--- config.mk ---
export PLATFORM = sky130hd
export DESIGN_NAME = asf_top
export DESIGN_NICKNAME = d
export VERILOG_FILES = /design/src/asf_pkg.sv /design/src/asf_tx.sv /design/src/asf_rx.sv /design/src/asf_top.sv
export VERILOG_INCLUDE_DIRS = /design/src
export SDC_FILE = /design/constraint.sdc
export NUM_CORES = 1
export LEC_CHECK = 0
export BUFFER_PORTS_ARGS = -buffer_cell sky130_fd_sc_hd__buf_2
export CAP_MARGIN = 15
export CORE_UTILIZATION = 25
export DETAILED_ROUTE_END_ITERATION = 10
export GPL_TIMING_DRIVEN = 0
export PLACE_DENSITY = 0.53
export SLEW_MARGIN = 20
export SYNTH_ARGS = -nofsm -noshare
export SYNTH_HDL_FRONTEND = slang
export SYNTH_SLANG_ARGS = --single-unit
--- constraint.sdc ---
create_clock -name sys_clk_i -period 4 [get_ports sys_clk_i]
set_clock_uncertainty 0.2 [all_clocks]
set_input_delay 0.4 -clock sys_clk_i [delete_from_list [all_inputs] [get_ports sys_clk_i]]
set_output_delay 0.4 -clock sys_clk_i [all_outputs]
set_load 0.01 [all_outputs]
--- src/asf_defines.svh ---
// Register offsets, field positions, reset values and timing counts
`ifndef ASF_DEFINES_SVH
`define ASF_DEFINES_SVH
// Byte offsets on the register bus
`define ASF_MODE_OFS 5'h00
`define ASF_CTRL_OFS 5'h04
`define ASF_DIV_OFS 5'h08
`define ASF_TXD_OFS 5'h0C
`define ASF_RXD_OFS 5'h10
`define ASF_STAT_OFS 5'h14
// mode_register fields
`define ASF_M_SYNC 7
`define ASF_M_LEN7 6
`define ASF_M_PAR 5
`define ASF_M_ODD 4
`define ASF_M_STOP2 3
`define ASF_M_ADR 2
// control_register fields
`define ASF_C_CKE_LOW 0
`define ASF_C_CKE_HIGH 1
`define ASF_C_ADR_BIT 2
`define ASF_C_RX_EN 4
`define ASF_C_TX_EN 5
// Status fields
`define ASF_S_TX_EMPTY 0
`define ASF_S_TX_END 1
`define ASF_S_RX_FULL 2
`define ASF_S_OVR 3
`define ASF_S_PERR 4
`define ASF_S_FERR 5
// Reset values
`define ASF_MODE_RST 8'h00
`define ASF_CTRL_RST 8'h00
`define ASF_DIV_RST 8'h00
// Oversampling: sample tick index and last phase of a bit
`define ASF_SAMPLE 4'h7
`define ASF_LAST_PH 4'hF
`endif

--- src/asf_pkg.sv ---
// Types shared by the serial port files
`default_nettype none
package asf_pkg;
  typedef enum logic [1:0] {ASF_RX_IDLE, ASF_RX_START, ASF_RX_DATA, ASF_RX_STOP} asf_rx_state_t;
endpackage : asf_pkg
`default_nettype wire

--- src/asf_tx.sv ---
// Double buffered asynchronous transmitter
`timescale 1ns/100ps
`default_nettype none
`include "asf_defines.svh"
module asf_tx (
  input wire logic sys_clk_i, // System clock
  input wire logic rstn_i, // Sync reset, low
  input wire logic tick_i, // 16x bit rate tick
  input wire logic en_i, // Transmitter on
  input wire logic len7_i, // Seven data bits
  input wire logic par_en_i, // Parity bit on
  input wire logic par_odd_i, // Odd parity
  input wire logic adr_en_i, // Address flag format
  input wire logic adr_bit_i, // Address flag value
  input wire logic stop2_i, // Two stop bits
  input wire logic wr_i, // Load holding register
  input wire logic [7:0] wdata_i, // Data to send
  output logic empty_o, // Holding register empty
  output logic end_o, // Nothing left to shift; rises as the last stop bit starts
  output logic txd_o, // Serial out
  output logic [3:0] phase_o // Phase within bit
);
  import asf_pkg::*;
  logic [7:0] hold_q;
  logic full_q;
  logic [11:0] sh_q;
  logic [3:0] cnt_q;
  logic [3:0] ph_q;
  logic txd_q;
  logic bound;
  logic xbit;
  logic [11:0] frame;
  logic [3:0] flen;

  assign bound = tick_i & (ph_q == `ASF_LAST_PH);
  assign empty_o = ~full_q;
  assign end_o = ~full_q & (cnt_q == 4'h0);
  assign txd_o = txd_q;
  assign phase_o = ph_q;

  // Frame after start: data, flag or parity, stops (pad is mark)
  always_comb begin
    xbit = adr_en_i ? adr_bit_i : ((^(hold_q & {~len7_i, 7'h7F})) ^ par_odd_i);
    frame = 12'hFFF;
    frame[7:0] = hold_q;
    if (len7_i) begin
      frame[7] = (adr_en_i | par_en_i) ? xbit : 1'b1;
    end else begin
      frame[8] = (adr_en_i | par_en_i) ? xbit : 1'b1;
    end
    flen = 4'h8 + {3'h0, ~len7_i} + {3'h0, adr_en_i | par_en_i} + {3'h0, stop2_i};
  end

  ////////////////////////////////////////////////////////////////////
  // free running bit phase
  always_ff @(posedge sys_clk_i) begin
    if (!rstn_i) begin
      ph_q <= 4'h0;
    end else if (tick_i) begin
      ph_q <= ph_q + 4'h1;
    end
  end

  // holding register, emptied as the shifter loads it
  always_ff @(posedge sys_clk_i) begin
    if (!rstn_i || !en_i) begin
      full_q <= 1'b0;
      hold_q <= 8'h00;
    end else if (bound && cnt_q == 4'h0 && full_q) begin
      full_q <= 1'b0;
    end else if (wr_i && !full_q) begin
      full_q <= 1'b1;
      hold_q <= wdata_i;
    end
  end

  // start, data LSB first, extra bit, stops
  always_ff @(posedge sys_clk_i) begin
    if (!rstn_i || !en_i) begin
      cnt_q <= 4'h0;
      sh_q <= 12'hFFF;
      txd_q <= 1'b1;
    end else if (bound) begin
      // Last stop still goes out before the next start bit
      if (cnt_q != 4'h0) begin
        txd_q <= sh_q[0];
        sh_q <= {1'b1, sh_q[11:1]};
        cnt_q <= cnt_q - 4'h1;
      end else if (full_q) begin
        txd_q <= 1'b0;
        sh_q <= frame;
        cnt_q <= flen;
      end else begin
        txd_q <= 1'b1;
      end
    end
  end
endmodule : asf_tx
`default_nettype wire

--- src/asf_rx.sv ---
// Asynchronous receiver with mid-bit sampling
`timescale 1ns/100ps
`default_nettype none
`include "asf_defines.svh"
module asf_rx (
  input wire logic sys_clk_i, // System clock
  input wire logic rstn_i, // Sync reset, low
  input wire logic tick_i, // 16x bit rate tick
  input wire logic en_i, // Receiver on
  input wire logic rxd_i, // Synchronised line
  input wire logic len7_i, // Seven data bits
  input wire logic par_en_i, // Parity check on
  input wire logic par_odd_i, // Odd parity
  input wire logic adr_en_i, // Address flag format
  output logic busy_o, // Character in progress
  output logic done_o, // Character complete pulse
  output logic [7:0] data_o, // Received data
  output logic xbit_o, // Received flag bit
  output logic perr_o, // Parity mismatch
  output logic ferr_o // Stop bit low
);
  import asf_pkg::*;
  asf_rx_state_t st_q;
  logic [3:0] cnt_q;
  logic [3:0] nb_q;
  logic [8:0] sh_q;
  logic [3:0] nfr;
  logic [8:0] al;
  logic [7:0] dat;
  logic xb;

  // Align shifted bits to the bottom
  always_comb begin
    nfr = 4'h7 + {3'h0, ~len7_i} + {3'h0, par_en_i | adr_en_i};
    al = sh_q >> (4'h9 - nfr);
    dat = len7_i ? {1'b0, al[6:0]} : al[7:0];
    xb = len7_i ? al[7] : al[8];
  end

  assign busy_o = (st_q != ASF_RX_IDLE);

  ////////////////////////////////////////////////////////////////////
  // Character framing state machine
  always_ff @(posedge sys_clk_i) begin
    if (!rstn_i || !en_i) begin
      st_q <= ASF_RX_IDLE;
      cnt_q <= 4'h0;
      nb_q <= 4'h0;
      sh_q <= 9'h000;
      done_o <= 1'b0;
      data_o <= 8'h00;
      xbit_o <= 1'b0;
      perr_o <= 1'b0;
      ferr_o <= 1'b0;
    end else begin
      done_o <= 1'b0;
      if (tick_i) begin
        case (st_q)
          ASF_RX_IDLE: begin
            if (!rxd_i) begin
              cnt_q <= 4'h1;
              st_q <= ASF_RX_START;
            end
          end
          default: begin
            cnt_q <= cnt_q + 4'h1;
            if (cnt_q == `ASF_SAMPLE) begin
              case (st_q)
                ASF_RX_START: begin
                  // Glitch shorter than half a bit is dropped
                  st_q <= rxd_i ? ASF_RX_IDLE : ASF_RX_DATA;
                  nb_q <= nfr;
                end
                ASF_RX_DATA: begin
                  sh_q <= {rxd_i, sh_q[8:1]};
                  nb_q <= nb_q - 4'h1;
                  if (nb_q == 4'h1) begin
                    st_q <= ASF_RX_STOP;
                  end
                end
                default: begin
                  done_o <= 1'b1;
                  data_o <= dat;
                  xbit_o <= xb;
                  perr_o <= par_en_i & ~adr_en_i & ((^dat) ^ xb ^ par_odd_i);
                  ferr_o <= ~rxd_i;
                  st_q <= ASF_RX_IDLE;
                end
              endcase
            end
          end
        endcase
      end
    end
  end
endmodule : asf_rx
`default_nettype wire

--- src/asf_top.sv ---
// Serial port: clock source select, registers and framing core
//
// Function
// - Async 00: baud generator, clock pin unused
// - Async 01: internal clock, drive bit clock
// - Async ext: pin clock at 16x rate
// - Sync internal: drive clock out always
// - Sync external: run from pin clock
// - Mode bit 7 picks sync or async
// - Each character framed by start, stop
// - Independent transmit and receive sections
// - Both directions double buffered
// - Idle line held high
// - Low line marks a start bit
// - Start, data LSB first, parity, stops
// - Receive timing aligned to start edge
// - Sample on eighth 16x tick
// - Mode bits choose format; flag beats parity
// - Baud generator or external pin clock
// - Output clock rises mid data bit
// - Seven or eight data bits
// - Parity or flag; one or two stops
// - Check parity and first stop only
`timescale 1ns/100ps
`default_nettype none
`include "asf_defines.svh"
module asf_top (
  input wire logic sys_clk_i, // 25 MHz clock
  input wire logic rstn_i, // Sync reset, low
  input wire logic [4:0] avs_address_i, // Byte address
  input wire logic avs_read_i, // Read request
  input wire logic avs_write_i, // Write request
  input wire logic [31:0] avs_writedata_i, // Write data
  output logic [31:0] avs_readdata_o, // Read data
  output logic avs_waitrequest_o, // Stall request
  input wire logic rxd_i, // Serial in pin
  output logic txd_o, // Serial out pin
  input wire logic sck_i, // Clock pin level
  output logic sck_o, // Clock pin drive
  output logic sck_oe_o // Clock pin enable
);
  import asf_pkg::*;

  ////////////////////////////////////////////////////////////////////
  // Declarations
  logic ack_q;
  logic req;
  logic wr_acc;
  logic [7:0] mode_q;
  logic [7:0] ctrl_q;
  logic [7:0] div_q;
  logic [7:0] bcnt_q;
  logic int_tick;
  logic rx_s1_q;
  logic rx_s2_q;
  logic ck_s1_q;
  logic ck_s2_q;
  logic ck_s3_q;
  logic ck_rise;
  logic tick;
  logic async_m;
  logic ext_clk;
  logic tx_on;
  logic rx_on;
  logic tx_empty;
  logic tx_end;
  logic [3:0] tx_ph;
  logic rx_busy;
  logic rx_done;
  logic [7:0] rx_data;
  logic rx_xbit;
  logic rx_perr;
  logic rx_ferr;
  logic [8:0] rdr_q;
  logic full_q;
  logic ovr_q;
  logic perr_q;
  logic ferr_q;
  logic err_any;
  logic [5:0] stat;
  logic clr_full;
  logic clr_ovr;
  logic clr_perr;
  logic clr_ferr;

  ////////////////////////////////////////////////////////////////////
  // Bus slave: one wait state, read data captured in that state
  assign req = avs_read_i | avs_write_i;
  assign wr_acc = avs_write_i & ack_q;
  assign avs_waitrequest_o = req & ~ack_q;

  // Accept on the second cycle of every request
  always_ff @(posedge sys_clk_i) begin
    if (!rstn_i) begin
      ack_q <= 1'b0;
    end else begin
      ack_q <= req & ~ack_q;
    end
  end

  // Read mux; unmapped addresses read zero
  always_ff @(posedge sys_clk_i) begin
    if (!rstn_i) begin
      avs_readdata_o <= 32'h0000_0000;
    end else if (avs_read_i && !ack_q) begin
      case (avs_address_i)
        `ASF_MODE_OFS: avs_readdata_o <= {24'h00_0000, mode_q};
        `ASF_CTRL_OFS: avs_readdata_o <= {24'h00_0000, ctrl_q};
        `ASF_DIV_OFS: avs_readdata_o <= {24'h00_0000, div_q};
        `ASF_RXD_OFS: avs_readdata_o <= {23'h00_0000, rdr_q};
        `ASF_STAT_OFS: avs_readdata_o <= {26'h000_0000, stat};
        default: avs_readdata_o <= 32'h0000_0000;
      endcase
    end
  end

  // Mode, control and divisor registers
  always_ff @(posedge sys_clk_i) begin
    if (!rstn_i) begin
      mode_q <= `ASF_MODE_RST;
      ctrl_q <= `ASF_CTRL_RST;
      div_q <= `ASF_DIV_RST;
    end else if (wr_acc) begin
      if (avs_address_i == `ASF_MODE_OFS) begin
        mode_q <= avs_writedata_i[7:0];
      end
      if (avs_address_i == `ASF_CTRL_OFS) begin
        ctrl_q <= avs_writedata_i[7:0];
      end
      if (avs_address_i == `ASF_DIV_OFS) begin
        div_q <= avs_writedata_i[7:0];
      end
    end
  end

  ////////////////////////////////////////////////////////////////////
  // Pin synchronisers; rxd uses the second stage, the clock edge detect the second and third
  always_ff @(posedge sys_clk_i) begin
    if (!rstn_i) begin
      rx_s1_q <= 1'b1;
      rx_s2_q <= 1'b1;
      ck_s1_q <= 1'b0;
      ck_s2_q <= 1'b0;
      ck_s3_q <= 1'b0;
    end else begin
      rx_s1_q <= rxd_i;
      rx_s2_q <= rx_s1_q;
      ck_s1_q <= sck_i;
      ck_s2_q <= ck_s1_q;
      ck_s3_q <= ck_s2_q;
    end
  end

  // External clock must stay below a quarter of the system clock
  assign ck_rise = ck_s2_q & ~ck_s3_q;

  always_ff @(posedge sys_clk_i) begin
    if (!rstn_i) begin
      bcnt_q <= 8'h00;
    end else if (bcnt_q >= div_q) begin
      bcnt_q <= 8'h00;
    end else begin
      bcnt_q <= bcnt_q + 8'h01;
    end
  end
  assign int_tick = (bcnt_q >= div_q);

  assign async_m = ~mode_q[`ASF_M_SYNC];
  assign ext_clk = ctrl_q[`ASF_C_CKE_HIGH];
  assign tick = ext_clk ? ck_rise : int_tick;

  // Framing runs only in async mode; sync transfer is not built
  assign tx_on = async_m & ctrl_q[`ASF_C_TX_EN];
  // Receive stays halted while any error flag is up
  assign rx_on = async_m & ctrl_q[`ASF_C_RX_EN] & ~err_any;

  ////////////////////////////////////////////////////////////////////
  // Clock pin direction and drive
  always_comb begin
    if (async_m) begin
      sck_oe_o = ~ext_clk & ctrl_q[`ASF_C_CKE_LOW];
    end else begin
      sck_oe_o = ~ext_clk;
    end
    sck_o = sck_oe_o & tx_ph[3];
  end

  ////////////////////////////////////////////////////////////////////
  // separate transmit section
  asf_tx u_tx (
    .sys_clk_i(sys_clk_i),
    .rstn_i(rstn_i),
    .tick_i(tick),
    .en_i(tx_on),
    .len7_i(mode_q[`ASF_M_LEN7]),
    .par_en_i(mode_q[`ASF_M_PAR]),
    .par_odd_i(mode_q[`ASF_M_ODD]),
    .adr_en_i(mode_q[`ASF_M_ADR]),
    .adr_bit_i(ctrl_q[`ASF_C_ADR_BIT]),
    .stop2_i(mode_q[`ASF_M_STOP2]),
    .wr_i(wr_acc && avs_address_i == `ASF_TXD_OFS),
    .wdata_i(avs_writedata_i[7:0]),
    .empty_o(tx_empty),
    .end_o(tx_end),
    .txd_o(txd_o),
    .phase_o(tx_ph)
  );

  asf_rx u_rx (
    .sys_clk_i(sys_clk_i),
    .rstn_i(rstn_i),
    .tick_i(tick),
    .en_i(rx_on),
    .rxd_i(rx_s2_q),
    .len7_i(mode_q[`ASF_M_LEN7]),
    .par_en_i(mode_q[`ASF_M_PAR]),
    .par_odd_i(mode_q[`ASF_M_ODD]),
    .adr_en_i(mode_q[`ASF_M_ADR]),
    .busy_o(rx_busy),
    .done_o(rx_done),
    .data_o(rx_data),
    .xbit_o(rx_xbit),
    .perr_o(rx_perr),
    .ferr_o(rx_ferr)
  );

  ////////////////////////////////////////////////////////////////////
  // Status write-one-to-clear strobes
  assign clr_full = wr_acc & (avs_address_i == `ASF_STAT_OFS) & avs_writedata_i[`ASF_S_RX_FULL];
  assign clr_ovr = wr_acc & (avs_address_i == `ASF_STAT_OFS) & avs_writedata_i[`ASF_S_OVR];
  assign clr_perr = wr_acc & (avs_address_i == `ASF_STAT_OFS) & avs_writedata_i[`ASF_S_PERR];
  assign clr_ferr = wr_acc & (avs_address_i == `ASF_STAT_OFS) & avs_writedata_i[`ASF_S_FERR];
  assign err_any = ovr_q | perr_q | ferr_q;
  assign stat = {ferr_q, perr_q, ovr_q, full_q, tx_end, tx_empty};

  always_ff @(posedge sys_clk_i) begin
    if (!rstn_i) begin
      rdr_q <= 9'h000;
      full_q <= 1'b0;
      ovr_q <= 1'b0;
      perr_q <= 1'b0;
      ferr_q <= 1'b0;
    end else begin
      if (clr_full) full_q <= 1'b0;
      if (clr_ovr) ovr_q <= 1'b0;
      if (clr_perr) perr_q <= 1'b0;
      if (clr_ferr) ferr_q <= 1'b0;
      if (rx_done) begin
        if (full_q && !clr_full) begin
          ovr_q <= 1'b1;
        end else if (rx_perr || rx_ferr) begin
          perr_q <= rx_perr | (perr_q & ~clr_perr);
          ferr_q <= rx_ferr | (ferr_q & ~clr_ferr);
        end else begin
          full_q <= 1'b1;
          rdr_q <= {rx_xbit, rx_data};
        end
      end
    end
  end

  ////////////////////////////////////////////////////////////////////
  // Checks
  property p_pin_unused;
    @(posedge sys_clk_i) disable iff (!rstn_i)
      (async_m && !ext_clk && !ctrl_q[`ASF_C_CKE_LOW]) |-> !sck_oe_o;
  endproperty
  a_pin_unused: assert property (p_pin_unused) else $error("clock pin driven in mode 00");

  property p_mid_edge;
    @(posedge sys_clk_i) disable iff (!rstn_i)
      (sck_oe_o && $past(sck_oe_o) && async_m && $rose(sck_o)) |-> (tx_ph == 4'h8);
  endproperty
  a_mid_edge: assert property (p_mid_edge) else $error("clock rise not at bit centre");

  property p_sync_drive;
    @(posedge sys_clk_i) disable iff (!rstn_i)
      (!async_m && !ext_clk) |-> sck_oe_o;
  endproperty
  a_sync_drive: assert property (p_sync_drive) else $error("sync clock not driven");

  property p_ext_tick;
    @(posedge sys_clk_i) disable iff (!rstn_i)
      ext_clk |-> (!sck_oe_o && (tick == (ck_s2_q && !ck_s3_q)));
  endproperty
  a_ext_tick: assert property (p_ext_tick) else $error("external clock not used");

  property p_idle_mark;
    @(posedge sys_clk_i) disable iff (!rstn_i)
      (!tx_on ##1 !tx_on) |-> txd_o;
  endproperty
  a_idle_mark: assert property (p_idle_mark) else $error("idle line not high");

  property p_start_bound;
    @(posedge sys_clk_i) disable iff (!rstn_i)
      $fell(txd_o) |-> ($past(tx_ph) == 4'hF && $past(tick));
  endproperty
  a_start_bound: assert property (p_start_bound) else $error("start bit off boundary");

  property p_start_detect;
    @(posedge sys_clk_i) disable iff (!rstn_i)
      (rx_on && !rx_busy && tick && !rx_s2_q) ##1 rx_on |-> rx_busy;
  endproperty
  a_start_detect: assert property (p_start_detect) else $error("start bit missed");

  property p_sync_off;
    @(posedge sys_clk_i) disable iff (!rstn_i)
      mode_q[`ASF_M_SYNC] |-> (!tx_on && !rx_on);
  endproperty
  a_sync_off: assert property (p_sync_off) else $error("framing active in sync mode");

  property p_tx_load;
    @(posedge sys_clk_i) disable iff (!rstn_i)
      (wr_acc && avs_address_i == `ASF_TXD_OFS && tx_on && tx_empty) ##1 tx_on |-> !tx_empty;
  endproperty
  a_tx_load: assert property (p_tx_load) else $error("transmit write lost");

  property p_overrun;
    @(posedge sys_clk_i) disable iff (!rstn_i)
      (rx_done && full_q && !clr_full) |=> (ovr_q && $stable(rdr_q));
  endproperty
  a_overrun: assert property (p_overrun) else $error("overrun not flagged");
endmodule : asf_top
`default_nettype wire

Yosys cells after proc, flatten, opt, wreduce, memory -nomap -nowiden
Index checks and enable logic that the tools add are counted.
- $add $sub $neg: 11
- order comparisons: 1
- equal/unequal tests: 12
- shift operators: 1
- mux-type cells: 40
- bitwise logic cells: 48
- reductions and logical operators: 39
- operators by type and width (cell ; count):
    one-hot mux 9 bit (5 select lines) ; 1
    two-way mux 1 bit ; 25
    two-way mux 12 bit ; 2
    AND 1 bit ; 19
    NOT 1 bit ; 19
    two-way mux 4 bit ; 4
    AND reduction 4 bit ; 4
    XOR reduction 8 bit ; 2
    adder 4 x 1 -> 4 bit ; 3
    AND reduction 2 bit ; 6
    == test 5 x 4 -> 1 bit (second input constant) ; 2
    == test 5 bit (second input constant) ; 2
    two-way mux 2 bit ; 5
    right shift 9 x 4 -> 9 bit ; 1
    adder 4 x 1 -> 4 bit (second input constant) ; 2
    adder 8 x 1 -> 8 bit (second input constant) ; 1
    AND 8 bit ; 1
    greater-or-equal comparator 8 bit ; 1
    two-way mux 8 bit ; 1
    one-hot mux 4 bit (2 select lines) ; 1
    subtractor 4 x 1 -> 4 bit (second input constant) ; 2
    logical AND 1 bit ; 6
    logical NOT 1 bit ; 6
    OR 1 bit ; 6
    22 further kinds ; 30
- register bits after elaboration: 144
- input port bits: 43
- output and inout port bits: 36
- word-level logic and storage cells: 183

Longest topological paths before layout
- depth in word-level cells: 10
- depth in mapped cells: 12
- mapped depth without buffers: 10

By module
From an unflattened synthesis, not the netlist that was laid out.
- cells, all modules: 706
- area, all modules: 6194.7 um2
- by module, submodules not included (module ; times used ; cells an instance ; area an instance (um2) ; seq. area each (um2)):
    asf_top ; 1 ; 350 ; 3161.8 ; 1201.2
    asf_rx ; 1 ; 200 ; 1735.4 ; 620.6
    asf_tx ; 1 ; 156 ; 1297.5 ; 540.5

Least setup slack after synthesis
Ideal clock, no wire load.
- path kind: reg2reg
- start point: register mode_q[5]
- end point: register u_rx.perr_o
- arrival: 2.318 ns
- required time: 3.668 ns
- setup slack: 1.350 ns
- cell stages (with the launch flop): 11
- clock period less this slack: 2.650 ns
- path through: dfxtp_1 or2_2 inv_1 ha_1 buf_6 mux4_2 xnor2_2 xnor2_1 xnor3_1 nand4_1 a21oi_1
- longest elaborated chain between the ends: 9
- elaborated cells between the ends (all ways): 11
- ends and longest elaborated chain (item ; line ; text):
    start: declaration ; asf_top.sv:49 ; logic [7:0] mode_q;
    start signal: assignment ; asf_top.sv:120 ; mode_q <= `ASF_MODE_RST;
    start signal: assignment ; asf_top.sv:125 ; mode_q <= avs_writedata_i[7:0];
    OR 1 bit ; asf_rx.sv:34 ; nfr = 4'h7 + {3'h0, ~len7_i} + {3'h0, par_en_i | adr_en_i};
    adder 4 x 1 -> 4 bit ; asf_rx.sv:34 ;
    subtractor 4 bit ; asf_rx.sv:35 ; al = sh_q >> (4'h9 - nfr);
    right shift 9 x 4 -> 9 bit ; asf_rx.sv:35 ;
    two-way mux 8 bit ; asf_rx.sv:36 ; dat = len7_i ? {1'b0, al[6:0]} : al[7:0];
    XOR reduction 8 bit ; asf_rx.sv:85 ; perr_o <= par_en_i & ~adr_en_i & ((^dat) ^ xb ^ par_odd_i);
    XOR 1 bit (2 in a row) ; asf_rx.sv:85 ;
    AND 1 bit (*) ; asf_rx.sv:85 ;
    end signal: assignment ; asf_rx.sv:85 ;
    end: declaration ; asf_rx.sv:19 ; output logic perr_o,
Every way passes the cells marked *; elsewhere a longest branch is shown, timed or not.
A chain may end at the register's enable or synchronous reset.

Final worst setup path
Ends and elaborated chain as after synthesis.

==> results.cfg <==
[outcome]
outcome = complete, no violations

[worst_setup_path]
startpoint_type = flop
r2r_slack_ns = 1.11
rr_worst_depth = 12
criticalPathCategory = reg2reg
crit_path_top_delay_cell = xnor3_1
arrival_ns = 2.97
crit_required_ns = 4.08
r2r-start = mode_q[5]
r2r_end = u_rx.perr_o
critPathMaxStageDelay_ns = 0.42
crit_path_cell_trace = or2_2 -> inv_1 -> ha_1 -> buf_6 -> buf_6 -> nand2b_1 -> xnor2_1 -> mux2i_1 -> xnor2_1 -> xnor3_1 -> nand4_1 -> a21oi_1
end_kind = flop
path_max_fanout = 10

[global_route]
grt_usage_pct = 13.0
grt_start_max_net_pins = 17
grt_pass1_vias = 4395
grt-ovfl-total = 0
antenna_found_initial = 0
grt_pass1_wl_um = 23800

[timing]
hold-worst-slack_ns = 0.135
setup_tns_ns = 0
period_share_pct = 72.2
tightest_slew_ns = 0.703
grt_setup_unrepaired = false
hold_viol_final = 0
fmax_mhz = 346
post-route-min-period_ns = 2.89
final_max_slew_viol_count = 0
slew_headroom_pct = 53.0
setup-violations-final = 0

[floorplan]
dieArea_um2 = 24200
die_h_um = 156
start_util_pct = 25.8
die_w_um = 156
core_area_um2 = 22900
io_pins = 79
fp-row-count = 55

[clock_network]
cts_tree = done
post-cts-setup-buffers = 0
insertion_delay_ns = 0.42
htree_levels = 4
clk_pin_slew_ns = 0.05
cts-buffers-inserted = 17
cts_sinks = 118
cts_buffer_depth = 2
cts_root_buf = clkbuf_16

[route]
first_pass_iters = 8
via_per_inst = 4.46
post_drt_wl_per_cell_um = 14.3
drt_iter0_markers = 366
drc = 0
ant_nets = 0
wirelength_um = 15000
num_vias = 4692

[yosys]
synthArstFlopShare_pct = 0
ys_ff_latch = 118
synthAdderAreaFrac_pct = 4.36
avgSynthCellArea_um2 = 9.04
yosysSeqAreaShare_pct = 40.0
synth-compound-area-share_pct = 12.0
syn_area_um2 = 5910
yosys.area_share.simple_pct = 20.7
yosys_most_used_dff = dfxtp_1
synth_edf_count = 0
netlist_instances = 653
synth_top_family_by_area = simple AND/OR/NAND/NOR gates
synth_xor_area_share_pct = 4.22
synthMuxAreaShare_pct = 11.8
synth_cell_types = 66
yosysWarnings = 0

[min_path]
hold_class = in2reg
worstHoldStart = avs_writedata_i[7]
holdPathStages = 3
hold_path_end = u_tx.hold_q[7]

[job]
cap_viol_max_count = 0

[final_layout]
n_antenna_cell = 0
multi_input_area_um2 = 3220
ff_latch_area_um2 = 2360
layout-drive-gt1-share_pct = 15.2
syn2layout_area_growth_pct = 21.8
fillCellCount = 2424
layout.nets = 789

[placed_design]
gp_congestion = 0.789
io_buffers = 30
dp_hpwl_um = 11200

[pwr]
ir_drop_v = 0.000285
leakagePower_nw = 2.92
power_density_nw_per_um2 = 409
[where the power goes]
group	total, mW	switching (mW)	leakage (nW)	internal (mW)
clock	1.65	0.556	0.308	1.09
sequential	1.19	0.00492	0.952	1.18
combinational	0.106	0.0615	1.66	0.0448
[cell families after synthesis]
group / count (synthesis)
simple gates: 243
flops: 118
compound gates: 105
buf+inv: 77
mux: 63
xor+xnor: 26
fa+ha+maj: 20
other cells: 1
[state kept, by name, summed over array words and instances (netlist names), 2 cells and up]
| register | flops |
|---|---|
| u_rx.st_q | 2 |
| u_rx.cnt_q | 4 |
| ctrl_q | 8 |
| u_tx.sh_q | 9 |
| div_q | 8 |
| avs_readdata_o | 9 |
| u_tx.cnt_q | 4 |
| u_rx.nb_q | 4 |
| rdr_q | 9 |
| u_tx.phase_o | 4 |
| u_rx.data_o | 8 |
| bcnt_q | 8 |
| u_tx.hold_q | 8 |
| u_rx.sh_q | 9 |
| mode_q | 8 |
[what timing repair did]
action / CTS / global route
gates resized for setup: 0 / 0
hold buffers: 2 / 0
hold endpoints to repair: 2 / 0
setup endpoints to repair: 0 / 0
[synthesized netlist by cell type (12+ instances only)]
library cell	instances	area share, %
dfxtp_1	118	40
nor2_1	67	4.3
nand2_1	60	3.8
mux2i_1	57	9.7
nor2b_1	50	5.3
a21oi_1	41	3.5
buf_4	24	3.1
inv_1	24	1.5
clkbuf_1	20	1.3
ha_1	19	4.0
xnor2_1	16	2.4
a22oi_1	13	1.7
nand3_1	12	1.0
[worst max-delay path by stage]
stage	from	endpoint	slack [ns]
floorplan	mode_q[5]	u_rx.perr_o	1.35
global placement	mode_q[5]	u_rx.perr_o	1.11
detailed placement	mode_q[5]	u_rx.perr_o	1.11
CTS	mode_q[5]	u_rx.perr_o	1.09
global route	bcnt_q[0]	u_rx.ferr_o	0.95
finish	mode_q[5]	u_rx.perr_o	1.11
[worst max-delay path: cells and delay by family, from the launching register on]
family	cells	cell delay, ns
multiplexers	1	0.24
buffers and inverters	3	0.35
AO/OA/AOI/OAI	1	0.07
XOR/XNOR	3	0.70
adder cells (fa/ha/maj)	1	0.23
flip-flops	1	0.34
AND/OR/NAND/NOR	3	0.62
[metrics by stage]
step	setup WS (ns)	std cells	cell area, µm²	power, mW	utilization, %
after floorplan	1.35	675	5990	1.28	-
after global placement	1.11	1018	6530	1.32	28.5
after detailed placement	1.11	1018	6530	1.32	28.5
after CTS	1.09	1052	7190	2.97	31.4
after global routing	0.947	1052	7190	3.04	31.4
final	1.11	1052	7190	2.94	31.4
[cells in the final DEF, fill, tap and decap left out, types with 4 or more instances in the layout]
cell type	synthesis	routed
nand4_1	4	4
o21ai_0	9	9
inv_1	24	24
a22oi_1	13	13
and2_1	9	9
buf_2	5	35
clkbuf_16	0	17
nand2b_1	9	9
and3_1	8	8
xor2_1	8	8
a222oi_1	6	6
nor3_1	4	4
conb_1	1	23
mux2i_1	57	57
nor2b_1	50	50
dfxtp_1	118	118
nand3_1	12	12
clkbuf_1	20	20
buf_4	24	24
ha_1	19	19
mux4_2	4	4
xnor2_1	16	16
o311ai_0	7	7
a21oi_1	41	41
nand2_1	60	60
bufinv_16	0	4
nor2_1	67	67
[per-layer routing]
metal | global-route usage [%] | wire length (µm) | part of all wire [%] | vias to the layer above
li1 | - | - | - | 2373
met1 | 17.5 | 7560 | 50 | 2189
met2 | 20.0 | 6670 | 44 | 109
met3 | 3.06 | 536 | 3.6 | 21
met4 | 4.95 | 238 | 1.6 | 0
met5 | 0 | 0 | 0 | -
[area by class of cell]
cell class / count / area share, %
buffer: 53 / 4.42
clock buffer: 20 / 6.49
clock inverter: 12 / 2.44
inverter: 24 / 1.25
multi-input combinational: 480 / 44.7
sequential: 118 / 32.8
tap: 313 / 5.45
timing repair buffer: 32 / 2.37
Note: power is estimated with default switching activity, not from simulation.
